$ cat src/svd_pkg.sv
// Package for the supply voltage detector control block.
`default_nettype none
package svd_pkg;
	localparam logic [15:0] PROTECT_KEY_OPEN = 16'h0096;
	localparam logic [3:0] RESET_KEY_ON = 4'ha;
	localparam logic [4:0] THRESHOLD_RESET = 5'h1e;
	localparam logic [4:0] THRESHOLD_MAX = 5'h1e;
	localparam logic [1:0] MODE_CONTINUOUS = 2'h0;
	localparam logic [8:0] INTERVAL_1 = 9'h03f;
	localparam logic [8:0] INTERVAL_2 = 9'h0ff;
	localparam logic [8:0] INTERVAL_3 = 9'h1ff;
	localparam logic [2:0] SETTLE_CYCLES = 3'h3;

	typedef struct packed {
		logic supply_source_select;
		logic [1:0] low_count_select;
		logic [4:0] threshold_level_select;
		logic [3:0] reset_enable_key;
		logic [1:0] sampling_interval_mode;
		logic detector_enable;
	} control_type;

	typedef enum logic [1:0] {
		ST_OFF = 2'b00,
		ST_WAIT = 2'b01,
		ST_SETTLE = 2'b10,
		ST_SAMPLE = 2'b11
	} sample_state_type;

	function automatic logic [3:0] low_count_need(input logic [1:0] code);
		case (code)
			2'h0: low_count_need = 4'h1;
			2'h1: low_count_need = 4'h2;
			2'h2: low_count_need = 4'h4;
			default: low_count_need = 4'h8;
		endcase
	endfunction

	function automatic logic [8:0] interval_of(input logic [1:0] mode);
		case (mode)
			2'h1: interval_of = INTERVAL_1;
			2'h2: interval_of = INTERVAL_2;
			default: interval_of = INTERVAL_3;
		endcase
	endfunction
endpackage
`default_nettype wire

$ cat src/svd_ctrl.sv
// Supply voltage detector control: settings, sampling, flag and reset.
`default_nettype none
module supply_voltage_detector_ctrl (
	// Clock and reset
	input wire logic i_clk,
	input wire logic i_rst_b,
	// Software write port
	input wire logic [15:0] i_protect_key,
	input wire logic i_ctrl_we,
	input wire svd_pkg::control_type i_ctrl,
	input wire logic i_clock_we,
	input wire logic i_debug_run,
	input wire logic [1:0] i_clock_source_select,
	input wire logic [2:0] i_clock_divider_select,
	input wire logic i_irq_enable_we,
	input wire logic i_low_voltage_irq_enable,
	input wire logic i_flag_clear,
	// Power state
	input wire logic i_sleep,
	input wire logic i_sleep_clock_stop,
	input wire logic i_debug,
	// Comparator
	input wire logic i_below_threshold,
	output logic o_comparator_power,
	output logic o_supply_source_select,
	output logic [4:0] o_threshold_level_select,
	// Status and events
	output svd_pkg::control_type o_ctrl,
	output logic o_debug_run,
	output logic [1:0] o_clock_source_select,
	output logic [2:0] o_clock_divider_select,
	output logic o_low_voltage_irq_enable,
	output logic o_low_voltage_status,
	output logic o_low_voltage_flag,
	output logic o_irq,
	output logic o_system_reset
);
	import svd_pkg::*;

	control_type ctrl_q;
	logic debug_run_q;
	logic [1:0] clk_src_q;
	logic [2:0] clk_div_q;
	logic irq_en_q;
	logic status_q;
	logic flag_q;
	logic reset_q;
	logic power_q;
	logic [3:0] low_cnt_q;
	logic unlocked;
	logic run;
	logic continuous;
	logic samp_power;
	logic samp_strobe;
	logic low_event;
	logic [3:0] need;

	// ****************************************
	// Protection and run gating
	// ****************************************
	assign unlocked = (i_protect_key == PROTECT_KEY_OPEN);
	assign run = ctrl_q.detector_enable
		&& !(i_sleep && i_sleep_clock_stop)
		&& !(i_debug && !debug_run_q);
	assign continuous = (ctrl_q.sampling_interval_mode == MODE_CONTINUOUS);
	assign need = low_count_need(ctrl_q.low_count_select);

	svd_sampler u_sampler (
		.i_clk(i_clk),
		.i_rst_b(i_rst_b),
		.i_run(run),
		.i_continuous(continuous),
		.i_mode(ctrl_q.sampling_interval_mode),
		.o_power(samp_power),
		.o_sample(samp_strobe)
	);

	// ****************************************
	// Configuration registers
	// ****************************************
	always_ff @(posedge i_clk) begin
		if (!i_rst_b) begin
			ctrl_q <= '{1'b0, 2'h0, THRESHOLD_RESET, 4'h0, MODE_CONTINUOUS, 1'b0};
		end else if (low_event && ctrl_q.reset_enable_key == RESET_KEY_ON) begin
			ctrl_q.sampling_interval_mode <= MODE_CONTINUOUS;
			ctrl_q.low_count_select <= 2'h0;
		end else if (i_ctrl_we && unlocked && !reset_q) begin
			ctrl_q <= i_ctrl;
			if (i_ctrl.threshold_level_select > THRESHOLD_MAX) begin
				ctrl_q.threshold_level_select <= THRESHOLD_MAX;
			end
			if (i_ctrl.sampling_interval_mode == MODE_CONTINUOUS) begin
				ctrl_q.low_count_select <= ctrl_q.low_count_select;
			end
		end
	end

	always_ff @(posedge i_clk) begin
		if (!i_rst_b || reset_q) begin
			debug_run_q <= 1'b1;
			clk_src_q <= 2'h0;
			clk_div_q <= 3'h0;
		end else if (i_clock_we && unlocked) begin
			debug_run_q <= i_debug_run;
			clk_src_q <= i_clock_source_select;
			clk_div_q <= i_clock_divider_select;
		end
	end

	always_ff @(posedge i_clk) begin
		if (!i_rst_b || reset_q) begin
			irq_en_q <= 1'b0;
		end else if (i_irq_enable_we) begin
			irq_en_q <= i_low_voltage_irq_enable;
		end
	end

	// ****************************************
	// Detection and counting
	// ****************************************
	// The comparator answers only after a cycle of power, so a cold result is never taken as status.
	always_ff @(posedge i_clk) begin
		if (!i_rst_b) begin
			status_q <= 1'b0;
		end else if (run && (continuous ? power_q : samp_strobe)) begin
			status_q <= i_below_threshold;
		end
	end

	always_ff @(posedge i_clk) begin
		if (!i_rst_b || !ctrl_q.detector_enable || continuous) begin
			low_cnt_q <= 4'h0;
		end else if (run && samp_strobe) begin
			if (!i_below_threshold) begin
				low_cnt_q <= 4'h0;
			end else if (low_cnt_q < need) begin
				low_cnt_q <= low_cnt_q + 4'h1;
			end
		end
	end

	// A low event fires once the status or count condition holds.
	assign low_event = run && (continuous ? status_q
		: (low_cnt_q >= need));

	// ****************************************
	// Flag, interrupt and reset
	// ****************************************
	always_ff @(posedge i_clk) begin
		if (!i_rst_b) begin
			flag_q <= 1'b0;
		end else if (low_event) begin
			flag_q <= 1'b1;
		end else if (i_flag_clear && !reset_q) begin
			flag_q <= 1'b0;
		end
	end

	always_ff @(posedge i_clk) begin
		if (!i_rst_b) begin
			reset_q <= 1'b0;
		end else if (low_event && ctrl_q.reset_enable_key == RESET_KEY_ON) begin
			reset_q <= 1'b1;
		end else if (reset_q && !status_q && continuous) begin
			reset_q <= 1'b0;
		end
	end

	always_ff @(posedge i_clk) begin
		if (!i_rst_b) begin
			power_q <= 1'b0;
			o_irq <= 1'b0;
		end else begin
			power_q <= run && (continuous || samp_power);
			o_irq <= flag_q && irq_en_q && ctrl_q.reset_enable_key != RESET_KEY_ON;
		end
	end

	always_comb begin
		o_comparator_power = power_q;
		o_supply_source_select = ctrl_q.supply_source_select;
		o_threshold_level_select = ctrl_q.threshold_level_select;
		o_ctrl = ctrl_q;
		o_debug_run = debug_run_q;
		o_clock_source_select = clk_src_q;
		o_clock_divider_select = clk_div_q;
		o_low_voltage_irq_enable = irq_en_q;
		o_low_voltage_status = status_q;
		o_low_voltage_flag = flag_q;
		o_system_reset = reset_q;
	end
endmodule
`default_nettype wire

$ cat src/svd_sampler.sv
// Interval timer that powers the comparator and strobes one sample.
`default_nettype none
module svd_sampler (
	// Clock and reset
	input wire logic i_clk,
	input wire logic i_rst_b,
	// Control
	input wire logic i_run,
	input wire logic i_continuous,
	input wire logic [1:0] i_mode,
	// Comparator side
	output logic o_power,
	output logic o_sample
);
	import svd_pkg::*;

	sample_state_type state_q;
	logic [8:0] timer_q;
	logic [2:0] settle_q;

	// ****************************************
	// Sampling sequencer
	// ****************************************
	always_ff @(posedge i_clk) begin
		if (!i_rst_b || !i_run || i_continuous) begin
			state_q <= ST_OFF;
			timer_q <= 9'h000;
			settle_q <= 3'h0;
		end else begin
			case (state_q)
				ST_OFF: begin
					state_q <= ST_WAIT;
					timer_q <= interval_of(i_mode);
				end
				ST_WAIT: begin
					if (timer_q == 9'h000) begin
						state_q <= ST_SETTLE;
						settle_q <= SETTLE_CYCLES;
					end else begin
						timer_q <= timer_q - 9'h001;
					end
				end
				ST_SETTLE: begin
					if (settle_q == 3'h0) begin
						state_q <= ST_SAMPLE;
					end else begin
						settle_q <= settle_q - 3'h1;
					end
				end
				ST_SAMPLE: begin
					state_q <= ST_WAIT;
					timer_q <= interval_of(i_mode);
				end
				default: state_q <= ST_OFF;
			endcase
		end
	end

	always_comb begin
		o_power = (state_q == ST_SETTLE) || (state_q == ST_SAMPLE);
		o_sample = (state_q == ST_SAMPLE);
	end
endmodule
`default_nettype wire

$ cat config.mk
export PLATFORM = sky130hd
export DESIGN_NAME = supply_voltage_detector_ctrl
export DESIGN_NICKNAME = d
export VERILOG_FILES = /design/src/svd_pkg.sv /design/src/svd_ctrl.sv /design/src/svd_sampler.sv
export SDC_FILE = /design/constraint.sdc
export NUM_CORES = 1
export LEC_CHECK = 0
export ABC_CLOCK_PERIOD_IN_PS = 2750
export BUFFER_PORTS_ARGS = -buffer_cell sky130_fd_sc_hd__buf_2
export CELL_PAD_IN_SITES_DETAIL_PLACEMENT = 0
export CELL_PAD_IN_SITES_GLOBAL_PLACEMENT = 1
export CORE_MARGIN = 3
export CORE_UTILIZATION = 37
export DETAILED_ROUTE_END_ITERATION = 7
export PLACE_DENSITY_LB_ADDON = 0.1
export REMOVE_ABC_BUFFERS = 1
export SLEW_MARGIN = 15
export SYNTH_ARGS = -nofsm -noshare
export SYNTH_HDL_FRONTEND = slang
export SYNTH_SLANG_ARGS = --single-unit
$ cat constraint.sdc
create_clock -name i_clk -period 2.75 [get_ports i_clk]
set_input_delay 0 -clock i_clk [delete_from_list [all_inputs] [get_ports i_clk]]
set_output_delay 0 -clock i_clk [all_outputs]
set_load 0.01 [all_outputs]
# Word-level counts from Yosys, hierarchy flattened

Cells that the tools add are included.

Multiplexer cells: 19
Add/sub/neg operators: 3
Reduce and logical (&&, ||, !) cells: 50
Equal/unequal tests: 15
$lt $le $gt $ge: 3
Bitwise operators: 3

Operators with widths:

| cell                                                 | number |
|---|---|
| one-hot mux 9 bit (2 select lines)                   | 2 |
| logical AND 1 bit                                    | 17 |
| equality test 16 x 8 -> 1 bit, second input constant | 1 |
| one-hot mux 4 bit (3 select lines)                   | 1 |
| AND reduction 2 bit                                  | 5 |
| logical NOT 9 bit                                    | 1 |
| two-way mux 9 bit                                    | 1 |
| subtractor 9 x 1 -> 9 bit, second input constant     | 1 |
| equality test 2 bit, second input constant           | 4 |
| logical NOT 1 bit                                    | 8 |
| logical NOT 2 bit                                    | 4 |
| two-way mux 4 bit                                    | 2 |
| nonzero test 2 bit                                   | 4 |
| logical OR 1 bit                                     | 7 |
| equality test 2 x 1 -> 1 bit, second input constant  | 3 |
| two-way mux 1 bit                                    | 6 |
| two-way mux 3 bit                                    | 2 |
| != test 2 x 1 -> 1 bit, second input constant        | 3 |
| one-hot mux 2 bit (3 select lines)                   | 1 |
| one-hot mux 3 bit (2 select lines)                   | 1 |
| > comparator 5 bit, second input constant            | 1 |
| two-way mux 5 bit                                    | 1 |
| adder 4 x 1 -> 4 bit, second input constant          | 1 |
| equality test 4 bit, second input constant           | 1 |
| other kinds (10)                                     | 15 |

Output and inout port bits: 33
Register bits after elaboration: 45
Logic and storage cells: 112
Input bits: 48

# Logic depth before layout (Yosys ltp)

Gate-level depths: netlist of the first run.

Depth in word-level cells: 8
Mapped depth: 8

# Modules after synthesis

A second synthesis of the first run with hierarchy kept.

Cell total of the unflattened synthesis: 279
Area, all modules: 2,467.4 µm²

Modules (own cells, without submodules):

| module                       | seq. area each (µm²) | area each (µm²) | instances | cells an instance |
|---|---|---|---|---|
| supply_voltage_detector_ctrl | 620.6                | 1,536.5         | 1         | 170 |
| svd_sampler                  | 280.3                | 930.9           | 1         | 109 |

# Worst setup path before layout of the first run

Ideal clock, no wire load.

Path type: register to register
Start point: register ctrl_q (netlist bit o_ctrl[13])
End point: register ctrl_q (netlist bit o_threshold_level_select[4])
Path slack: 675 ps
Cell stages (with the launch flop): 9
Setup time: 145 ps
Data arrival time: 1,930 ps
Cell sequence: dfxtp_1 -> nand2_1 -> ha_1 -> and4_4 -> a2111oi_4 -> a211oi_4 -> buf_6 -> o21ai_1 -> o311ai_2

Longest elaborated chain between the ends: 8
Elaborated cells between the ends (all ways): 10
Classes of those cells: order compare (1); eq/ne (2); mux (2); bitwise (1); reduce/logical (4)

RTL lines:

| item                                        | RTL line        | RTL |
|---|---|---|
| start: declaration                          | svd_ctrl.sv:40  | `control_type ctrl_q;` |
| start signal: assignment                    | svd_ctrl.sv:83  | `ctrl_q <= '{1'b0, 2'h0, THRESHOLD_RESET, 4'h0, MODE_CONTINUOUS, 1'b0};` |
| start signal: assignment                    | svd_ctrl.sv:88  | `ctrl_q <= i_ctrl;` |
| equality test 2 bit (tied with other cells) | svd_pkg.sv:31   | `case (code)` |
| one-hot mux 4 bit (3 select lines) (*)      | svd_pkg.sv:31   |  |
| >= comparator 4 bit (*)                     | svd_ctrl.sv:144 | `: (low_cnt_q >= need));` |
| two-way mux 1 bit (*)                       | svd_ctrl.sv:143 | `assign low_event = run && (continuous ? status_q` |
| logical AND 1 bit (*)                       | svd_ctrl.sv:143 |  |
| logical AND 1 bit (*)                       | svd_ctrl.sv:84  | `end else if (low_event && ctrl_q.reset_enable_key == RESET_KEY_ON) begin` |
| inverter 1 bit (no line) (*)                | --              |  |
| AND reduction 2 bit (no line) (*)           | --              |  |

Mark *: on every way between the ends. The rest lies on a longest branch, timed or not.
A chain may end at the register's enable or synchronous reset.

# Worst setup path in the final report of the first run

Start point: register ctrl_q (netlist bit o_ctrl[12])
End point: register ctrl_q (netlist bit o_ctrl[5])

Same word-level chain as after synthesis.

==> results of run 1 <==
report_power, final:
| part | internal, uW | switching (uW) |
|---|---|---|
| combinational | 50.7 | 32.3 |
| sequential | 652 | 0.698 |
| clock | 181 | 240 |
per-layer routing:
metal  vias to the layer above  GRT usage [%]  share of wire [%]
li1                       1189              -                  -
met1                      1051           23.5                 48
met2                        78           28.1                 45
met3                         4           4.33                6.1
met4                         0           4.18               0.81
met5                         -              0                  0
cells by family after synthesis:
group	after synthesis
AND/OR/NAND/NOR	101
AO/OA/AOI/OAI	71
flip-flops	45
buffers and inverters	37
adder cells (fa/ha/maj)	13
multiplexers	12
stage by stage:
step           hold WS, ps  cells  worst slack, ps
3_5_place_dp           243    421              572
5_1_grt               18.4    451              346
6_report              18.2    451              526
2_1_floorplan         73.4    264              723
4_1_cts               10.9    451              535
3_3_place_gp           227    421              637
cells in the final DEF, fill, tap and decap left out, types with 3 or more instances in the layout:
| cell | count |
|---|---|
| a211oi_1 | 6 |
| a21boi_1 | 3 |
| a21oi_1 | 18 |
| buf_2 | 80 |
| clkbuf_8 | 5 |
| dfxtp_1 | 45 |
| dlygate4sd3_1 | 22 |
| ha_1 | 13 |
| inv_1 | 21 |
| mux2i_1 | 11 |
| nand2_1 | 21 |
| nand2b_1 | 8 |
| nand3_1 | 9 |
| nand3b_1 | 3 |
| nand4_1 | 7 |
| nor2_1 | 21 |
| nor2b_1 | 6 |
| nor3_1 | 4 |
| nor3_2 | 3 |
| o21a_1 | 3 |
| o21ai_0 | 3 |
| o21ai_1 | 11 |
| o311ai_1 | 3 |
| o31ai_1 | 4 |
flip-flops by register name (all words and copies together), names as in the netlist, 2 cells and up:
signal and cells:
o_ctrl 9, u_sampler.settle_q 3, u_sampler.state_q 2, low_cnt_q 4, o_clock_source_select 2, o_clock_divider_select 3
u_sampler.timer_q 9, o_threshold_level_select 5
final cells by class:
cell class / count / area, um2 / area share [%]
multi-input cells: 197 / 1410 / 44.0
clock buffers: 5 / 68.8 / 2.15
inverters: 22 / 82.6 / 2.58
clock inverters: 3 / 22.5 / 0.704
well taps: 77 / 96.3 / 3.01
flip-flops and latches: 45 / 901 / 28.2
repair buffers: 102 / 621 / 19.4
what timing repair did:
item,4_1_cts,5_1_grt
gates resized for setup,0,0
endpoints found under the hold margin,21,0
hold buffers,22,0
worst max-delay path: cells and delay by family (launching register included):
family | cells | cell delay (ps)
AOI/OAI and AO/OA | 4 | 1000
DFF | 1 | 420
adders and majority gates | 1 | 380
and+or+nand+nor | 2 | 340
final timing paths:
path / end / cells past startpoint / slack (ps) / startpoint
max: o_ctrl[5]$_SDFFE_PN0P_ / 7 / 530 / o_ctrl[12]$_SDFFE_PP0P_
min: o_debug_run$_SDFFE_PP1P_ / 4 / 20 / i_debug_run
max reg2reg: o_ctrl[5]$_SDFFE_PN0P_ / 7 / 530 / o_ctrl[12]$_SDFFE_PP0P_
min reg2reg: o_ctrl[2]$_SDFFE_PP0P_ / 2 / 470 / o_ctrl[2]$_SDFFE_PP0P_
==> run metrics, run 1 <==
status completed; H-tree level count 2; number of top-level design ports slightly above 80; number of global-route vias before repair around 2,300; xor and xnor fraction of the mapped netlist area 0%; Max Cap Violations 0; synthesized-area fraction occupied by adder cells under 10%; Primary FF master, synth dfxtp_1; Post-Place Cell Area around 0.0029 mm2; total of endpoints with negative setup slack in the final report 0; final-stage net count roughly 430; kind of start point of the critical path register; CP Cell Sequence nand2_1, ha_1, and4_4, a2111oi_4, a211oi_4, o21ai_1, a21oi_1; Layout Skew about 8 ps; Pre-Repair DR Iteration Count 4; Die Height ~90 um; asr flop ratio synth 0%; Pwr Total ~1200 uW; Slew @ Worst Pin 655 ps; number of enable-type register cells in the synthesized netlist 0; vias per cell between 5 and 6; effective utilization at floorplan between 30% and 40%; post-synthesis share of cell area spent on and, or, nand and nor gates 23.7%; gr usage total 17.4%; layout-stage area growth over the synthesis result 28.6%; FILL cells 621; DIE WIDTH just under 90 um; cell with the most instances after synthesis dfxtp_1; total congestion overflow after global routing 0; number of buffers created by CTS 5; antenna violations before repair 0; timing-limited maximum frequency about 0.45 GHz; routability congestion estimate around 0.76; Synth Area per Inst around 9 um2; worst-case vdd ir drop 211 uV; cell with the largest stage delay on the worst path a211oi_4; commonest cells in the synthesized netlist 45 x dfxtp_1, 21 x inv_1, 21 x nand2_1, 21 x nor2_1, 18 x a21oi_1; Final Hold Fails 0; share of layout cells above drive strength 1 27.8%; number of library cell types mapped by synthesis 57; final cycle utilization of the critical path 80.9%; final non-filler cell area 0.00320 mm2; post-layout utilization of the core about 50%; die area 0.00774 mm2; synthesized netlist cell count roughly 280; biggest fanout along the worst timing path 14; DR vias between 2,000 and 2,500; clock latency at the later pin of the worst-skew pair 300 ps; largest net degree at the start of global routing 20; number of setup buffers added after CTS 0; antenna viol nets, final 0; setup repair after global routing missed its margin false; top-area cell type share of the netlist area a little over a third; wire length of the first global-routing pass between 10 and 15 mm; number of port buffers 80; Final HPWL DP around 4.7 mm; power density cells roughly 360 mW/mm2; DRC violation count after routing 0; average wire per standard cell 14.5 um; shortest clock period the worst path allows after layout between 2000 and 2500 ps; Ant. Diodes 0; sink count of the clock tree 45; number of max-slew violations in the final report 0; sum of routed wire length over all layers between 6 and 7 mm; CP Data Required Time 2970 ps; maximum cell stage delay along the critical path about 620 ps; post-CTS clock slew at the launch and capture registers of the worst setup and hold paths 90 ps; sequential share of the synthesized area 36.2%; dominant cell type by area after synthesis dfxtp_1; dominant cells by area after synthesis dfxtp_1 36%, ha_1 6.5%, mux2i_1 4.4%, a21oi_1 3.6%, inv_1 3.2%; Static Leakage around 0.0013 uW; core region area 0.00642 mm2; Ys Warns 0; critical path class reg2reg; setup total negative slack 0 ps; TritonCTS clock tree done; class of the tightest hold or removal check in2reg; post-synth design cell area between 0.002 and 0.0025 mm2; Compound-Gate Fraction of Synth Area a little over a fifth; Clock Root Buffer clkbuf_8; arrival time worst endpoint 2450 ps; number of register bits inferred by synthesis between 40 and 50; first-iteration detailed-routing DRC count 86; dominant combinational cell family by area after synthesis simple AND/OR/NAND/NOR gates; Max-slew headroom roughly 56%; fraction of synthesized area in multiplexers 4.88%; number of rows created at floorplan 29; Bufs on Longest Clock Path 2; critical path capture point type register
Power figures use the tool's default switching activity.
==> run 2: changes to the inputs <==
- ABC_CLOCK_PERIOD_IN_PS: 2750 -> 1950
- CORE_UTILIZATION: 37 -> 33
- clock period: 2.75 -> 1.95 ns (I/O delays scaled with it)
==> run metrics, run 2 (synthesized netlist as in run 1, its figures left out) <==
status finished with violations; failing checks negative setup slack; number of max-slew violations in the final report 0; number of buffers created by CTS 5; Max-slew headroom approximately two thirds; CP Data Required Time roughly 2200 ps; Clock Root Buffer clkbuf_8; layout-stage area growth over the synthesis result 47.2%; average wire per standard cell 14.0 um; Slew @ Worst Pin just over 500 ps; Layout Skew 9.61 ps; timing-limited maximum frequency between 0.4 and 0.5 GHz; number of port buffers 80; biggest fanout along the worst timing path 8; Final HPWL DP just over 5 mm; worst slack after detailed placement -135 ps; core region area about 0.0073 mm2; final cycle utilization of the critical path 103%; antenna violations before repair 0; DIE WIDTH roughly 93 um; shortest clock period the worst path allows after layout approximately 2000 ps; Pre-Repair DR Iteration Count 5; Bufs on Longest Clock Path 2; vias per cell approximately 5; setup repair after global routing missed its margin true; effective utilization at floorplan between 30% and 40%; area taken by flip-flops and latches 908 um2; first-iteration detailed-routing DRC count 74; FILL cells ~720; sink count of the clock tree 45; top library cells by usage in the layout, fill and taps aside 80 x buf_2, 43 x dfxtp_1, 22 x dlygate4sd3_1; gr usage total between 10% and 20%; number of global-route vias before repair 2,435; total of endpoints with negative setup slack in the final report 8; largest net degree at the start of global routing 18; post-CTS clock slew at the launch and capture registers of the worst setup and hold paths roughly 100 ps; TritonCTS clock tree done; clock latency at the later pin of the worst-skew pair approximately 300 ps; final instance count without filler cells 497; Placed Cells 463; total congestion overflow after global routing 0; Max Cap Violations 0; routability congestion estimate 0.789; Pwr Total approximately 1800 uW; Final WS setup -58.5 ps; Die Height 92.8 um; final-stage net count 458; Ant. Diodes 0; DRC violation count after routing 0; number of top-level design ports 81; critical path class reg2reg; Final Hold Fails 0; Static Leakage ~0.0015 uW; area of the multi-input gates between 0.0015 and 0.002 mm2; kind of start point of the critical path register; wire length of the first global-routing pass between 10 and 15 mm; critical path capture point type register; share of layout cells above drive strength 1 around two fifths; power density cells between 400 and 500 mW/mm2; sum of routed wire length over all layers approximately 7 mm; arrival time worst endpoint about 2200 ps; antenna viol nets, final 0; worst-case vdd ir drop 287 uV; class of the tightest hold or removal check in2reg; die area approximately 0.0086 mm2; DR vias ~2,400; leading cell type in the layout, fill and taps excluded buf_2; H-tree level count 2; number of rows created at floorplan 31
==> run 2: cell count changes in the layout (fill, tap and decap cells not counted), moves of 3 or more <==
cell,before,now
buf_4,0,20
ha_1,13,10
ha_4,0,3
o21ai_1,11,6
o21ai_2,0,6
o311ai_4,0,3
==> run 2: metal layers <==
metal  GRT usage [%]  up-vias  part of all wire (%)  wire length [um]
li1                -     1251                     -                 -
met1            21.2     1109                    47              3280
met2            26.2       69                    46              3220
met3            4.55        6                   5.7               399
met4            4.15        0                   1.1                77
met5               0        -                     0                 0
==> run 2: worst paths after layout <==
path | cells after the start | to | slack [ps] | startpoint
hold reg to reg | 1 | u_sampler.settle_q[0]$_SDFFE_PP0P_ | 470 | u_sampler.settle_q[0]$_SDFFE_PP0P_
hold / removal | 4 | o_debug_run$_SDFFE_PP1P_ | 20 | i_debug_run
setup reg to reg | 8 | o_threshold_level_select[1]$_SDFFE_PN1P_ | -60 | o_ctrl[12]$_SDFFE_PP0P_
setup / recovery | 8 | o_threshold_level_select[1]$_SDFFE_PN1P_ | -60 | o_ctrl[12]$_SDFFE_PP0P_
==> run 2: where the power goes <==
| group | internal (uW) | switching [uW] |
|---|---|---|
| sequential | 916 | 1.08 |
| combinational | 75.0 | 50.5 |
| clock | 384 | 352 |
==> run 2: timing repair <==
item,CTS,global route
hold buffers,22,0
endpoints found under the hold margin,21,0
setup endpoints to repair,17,19
resized for setup,6,34
pin swaps,4,16
buffers inserted,1,3
==> run 2: metrics by stage <==
stage	utilization (%)	setup TNS (ps)	hold WS [ps]	cell area (um2)
2_1_floorplan	-	-310	73.4	2390
3_3_place_gp	42.2	-870	228	3080
3_5_place_dp	42.2	-1500	243	3080
4_1_cts	47.4	-35.8	8.62	3460
5_1_grt	50.2	-1050	20.6	3660
6_report	50.2	-196	21.2	3660
==> run 2: layout make-up <==
type / count / area share (%)
clock buffer: 5 / 1.88
clock inverter: 3 / 1.27
inverter: 22 / 2.26
multi-input combinational: 197 / 43.6
sequential: 45 / 24.8
tap: 99 / 3.39
timing repair buffer: 126 / 22.8
==> run 2: critical path, cell delays in order (launching register included) <==
cell and delay, ps:
dfxtp_4 410, nand2_4 60, ha_4 210, buf_6 120
a2111oi_4 410, a211oi_4 120, buf_12 160, buf_6 150
o311ai_4 260
==> run 3: changes to the inputs <==
- PLACE_DENSITY: not set -> 0.79
- PLACE_DENSITY_LB_ADDON: 0.1 -> not set
- SKIP_LAST_GASP: not set -> 1
==> run metrics, run 3 (synthesized netlist as in run 1, its figures left out) <==
worst-case vdd ir drop 276 uV; CP Data Required Time 2120 ps; Max Cap Violations 0; Layout Skew 7.03 ps; power density cells between 500 and 600 mW/mm2; Hold Path Cell Cnt 3; GRT met3 Usage approximately 3.6%; number of max-slew violations in the final report 0; number of global-route vias before repair 2,496; top library cells by usage in the layout, fill and taps aside 80 x buf_2, 43 x dfxtp_1, 25 x buf_4; Placed Cells 462; Bufs on Longest Clock Path 2; GR met1 Demand/Resource 19.3%; H-tree level count 2; sink count of the clock tree 45; final non-filler cell area 0.00364 mm2; leading cell type in the layout, fill and taps excluded buf_2; DRC violation count after routing 0; final-stage net count roughly 460; failing checks negative setup slack; wire length of the first global-routing pass between 10 and 15 mm; startpoint of the worst-slack reg-to-reg timing path o_ctrl[13]$_SDFFE_PP0P_; WHS between 4 and 5 ps; largest net degree at the start of global routing 18; Static Leakage 0.00153 uW; core region area ~0.0073 mm2; Clock Root Buffer clkbuf_8; antenna viol nets, final 0; worst setup slack for register-to-register paths -30 ps; GR peak layer met2; number of top-level design ports 81; layout-stage area growth over the synthesis result 46.5%; Ant. Diodes 0; clock latency at the later pin of the worst-skew pair 310 ps; DR vias 2,493; total of endpoints with negative setup slack in the final report 5; status finished with violations; Slew @ Worst Pin 762 ps; TritonCTS clock tree done; critical path capture point type register; share of layout cells above drive strength 1 between 30% and 40%; met2 usage just under 30%; Final WS setup -34.3 ps; shortest clock period the worst path allows after layout ~2000 ps; vias per cell ~5; gr usage total between 10% and 20%; Final HPWL DP around 5 mm; antenna violations before repair 0; Endpoint, Worst Hold o_threshold_level_select[4]$_SDFFE_PN1P_; launch point of the worst hold path i_ctrl[11]; critical path class reg2reg; reg2reg path depth 8; arrival time worst endpoint 2160 ps; number of rows created at floorplan 31; post-CTS clock slew at the launch and capture registers of the worst setup and hold paths 100 ps; effective utilization at floorplan 34.1%; worst slack after detailed placement -176 ps; Die Height a little over 90 um; DIE WIDTH between 90 and 100 um; Reg-to-Reg End o_threshold_level_select[1]$_SDFFE_PN1P_; routability congestion estimate about 0.77; setup repair after global routing missed its margin true; Final Hold Fails 0; first-iteration detailed-routing DRC count ~120; number of port buffers 80; average wire per standard cell 14.1 um; number of buffers created by CTS 5; timing-limited maximum frequency 0.504 GHz; final cycle utilization of the critical path 102%; final instance count without filler cells 500; die area 0.00861 mm2; class of the tightest hold or removal check in2reg; kind of start point of the critical path register; Post-Place Cell Area 0.00306 mm2; Max-slew headroom between 40% and 50%; total congestion overflow after global routing 0; sum of routed wire length over all layers roughly 7.0 mm; Pre-Repair DR Iteration Count 4; biggest fanout along the worst timing path 6
run 3: cell types whose count changed in the layout (fill, tap and decap cells not counted), moves of 2 or more:
cell | previous run | this run
a21oi_1 | 16 | 13
a21oi_2 | 2 | 5
buf_12 | 2 | 0
buf_4 | 20 | 25
o311ai_2 | 0 | 2
o311ai_4 | 3 | 0
run 3: through the flow:
step	total power, uW	setup TNS (ps)	util (%)
finish	1910	-107	49.9
global route	1980	-1160	49.9
CTS	1920	-202	48.8
detailed placement	1020	-1630	41.9
global placement	1020	-268	41.9
floorplan	961	-310	-
run 3: worst max-delay path by stage:
stage,from,end,slack [ps],depth (start not counted)
floorplan,o_ctrl[13]$_SDFFE_PP0P_,o_ctrl[3]$_SDFFE_PN0P_,-80,7
global placement,o_ctrl[13]$_SDFFE_PP0P_,o_ctrl[3]$_SDFFE_PN0P_,-70,7
detailed placement,o_ctrl[13]$_SDFFE_PP0P_,o_ctrl[3]$_SDFFE_PN0P_,-180,7
CTS,o_ctrl[13]$_SDFFE_PP0P_,o_ctrl[3]$_SDFFE_PN0P_,-60,7
global route,o_ctrl[13]$_SDFFE_PP0P_,o_ctrl[5]$_SDFFE_PN0P_,-130,8
finish,o_ctrl[13]$_SDFFE_PP0P_,o_threshold_level_select[1]$_SDFFE_PN1P_,-30,8
run 3: worst max-delay path, stage by stage (launching register included):
cell and delay (ps):
dfxtp_4 380, nand2b_4 160, ha_4 240, and4_4 190, a2111oi_4 280, a211oi_4 160
buf_4 180, o21ai_2 130, o311ai_2 120
run 3: cell type report:
type	count	area [um2]
fill	709	3650
inverter	22	82.6
sequential	45	908
clock buffer	5	68.8
clock inverter	3	68.8
tap	99	124
timing repair buffer	129	831
multi-input combinational	197	1560
run 3: timing repair:
| item | CTS | global route |
|---|---|---|
| setup endpoints to repair | 19 | 19 |
| setup buffers | 5 | 3 |
| gates cloned | 0 | 0 |
| hold endpoints to repair | 21 | 0 |
| gates resized for setup | 19 | 14 |
| hold buffers | 22 | 0 |
| pin swaps | 15 | 10 |
run 3: per-layer routing:
metal  up-vias  wire length, um
met4         0              145
met5         -                0
met1      1154             2880
met3        12              341
li1       1250                -
met2        77             3680
run 3: where the power goes:
group / internal (uW) / switching (uW)
Clock: 516 / 357
Combinational: 73.4 / 48.3
Sequential: 917 / 0.956
Total: 1510 / 406
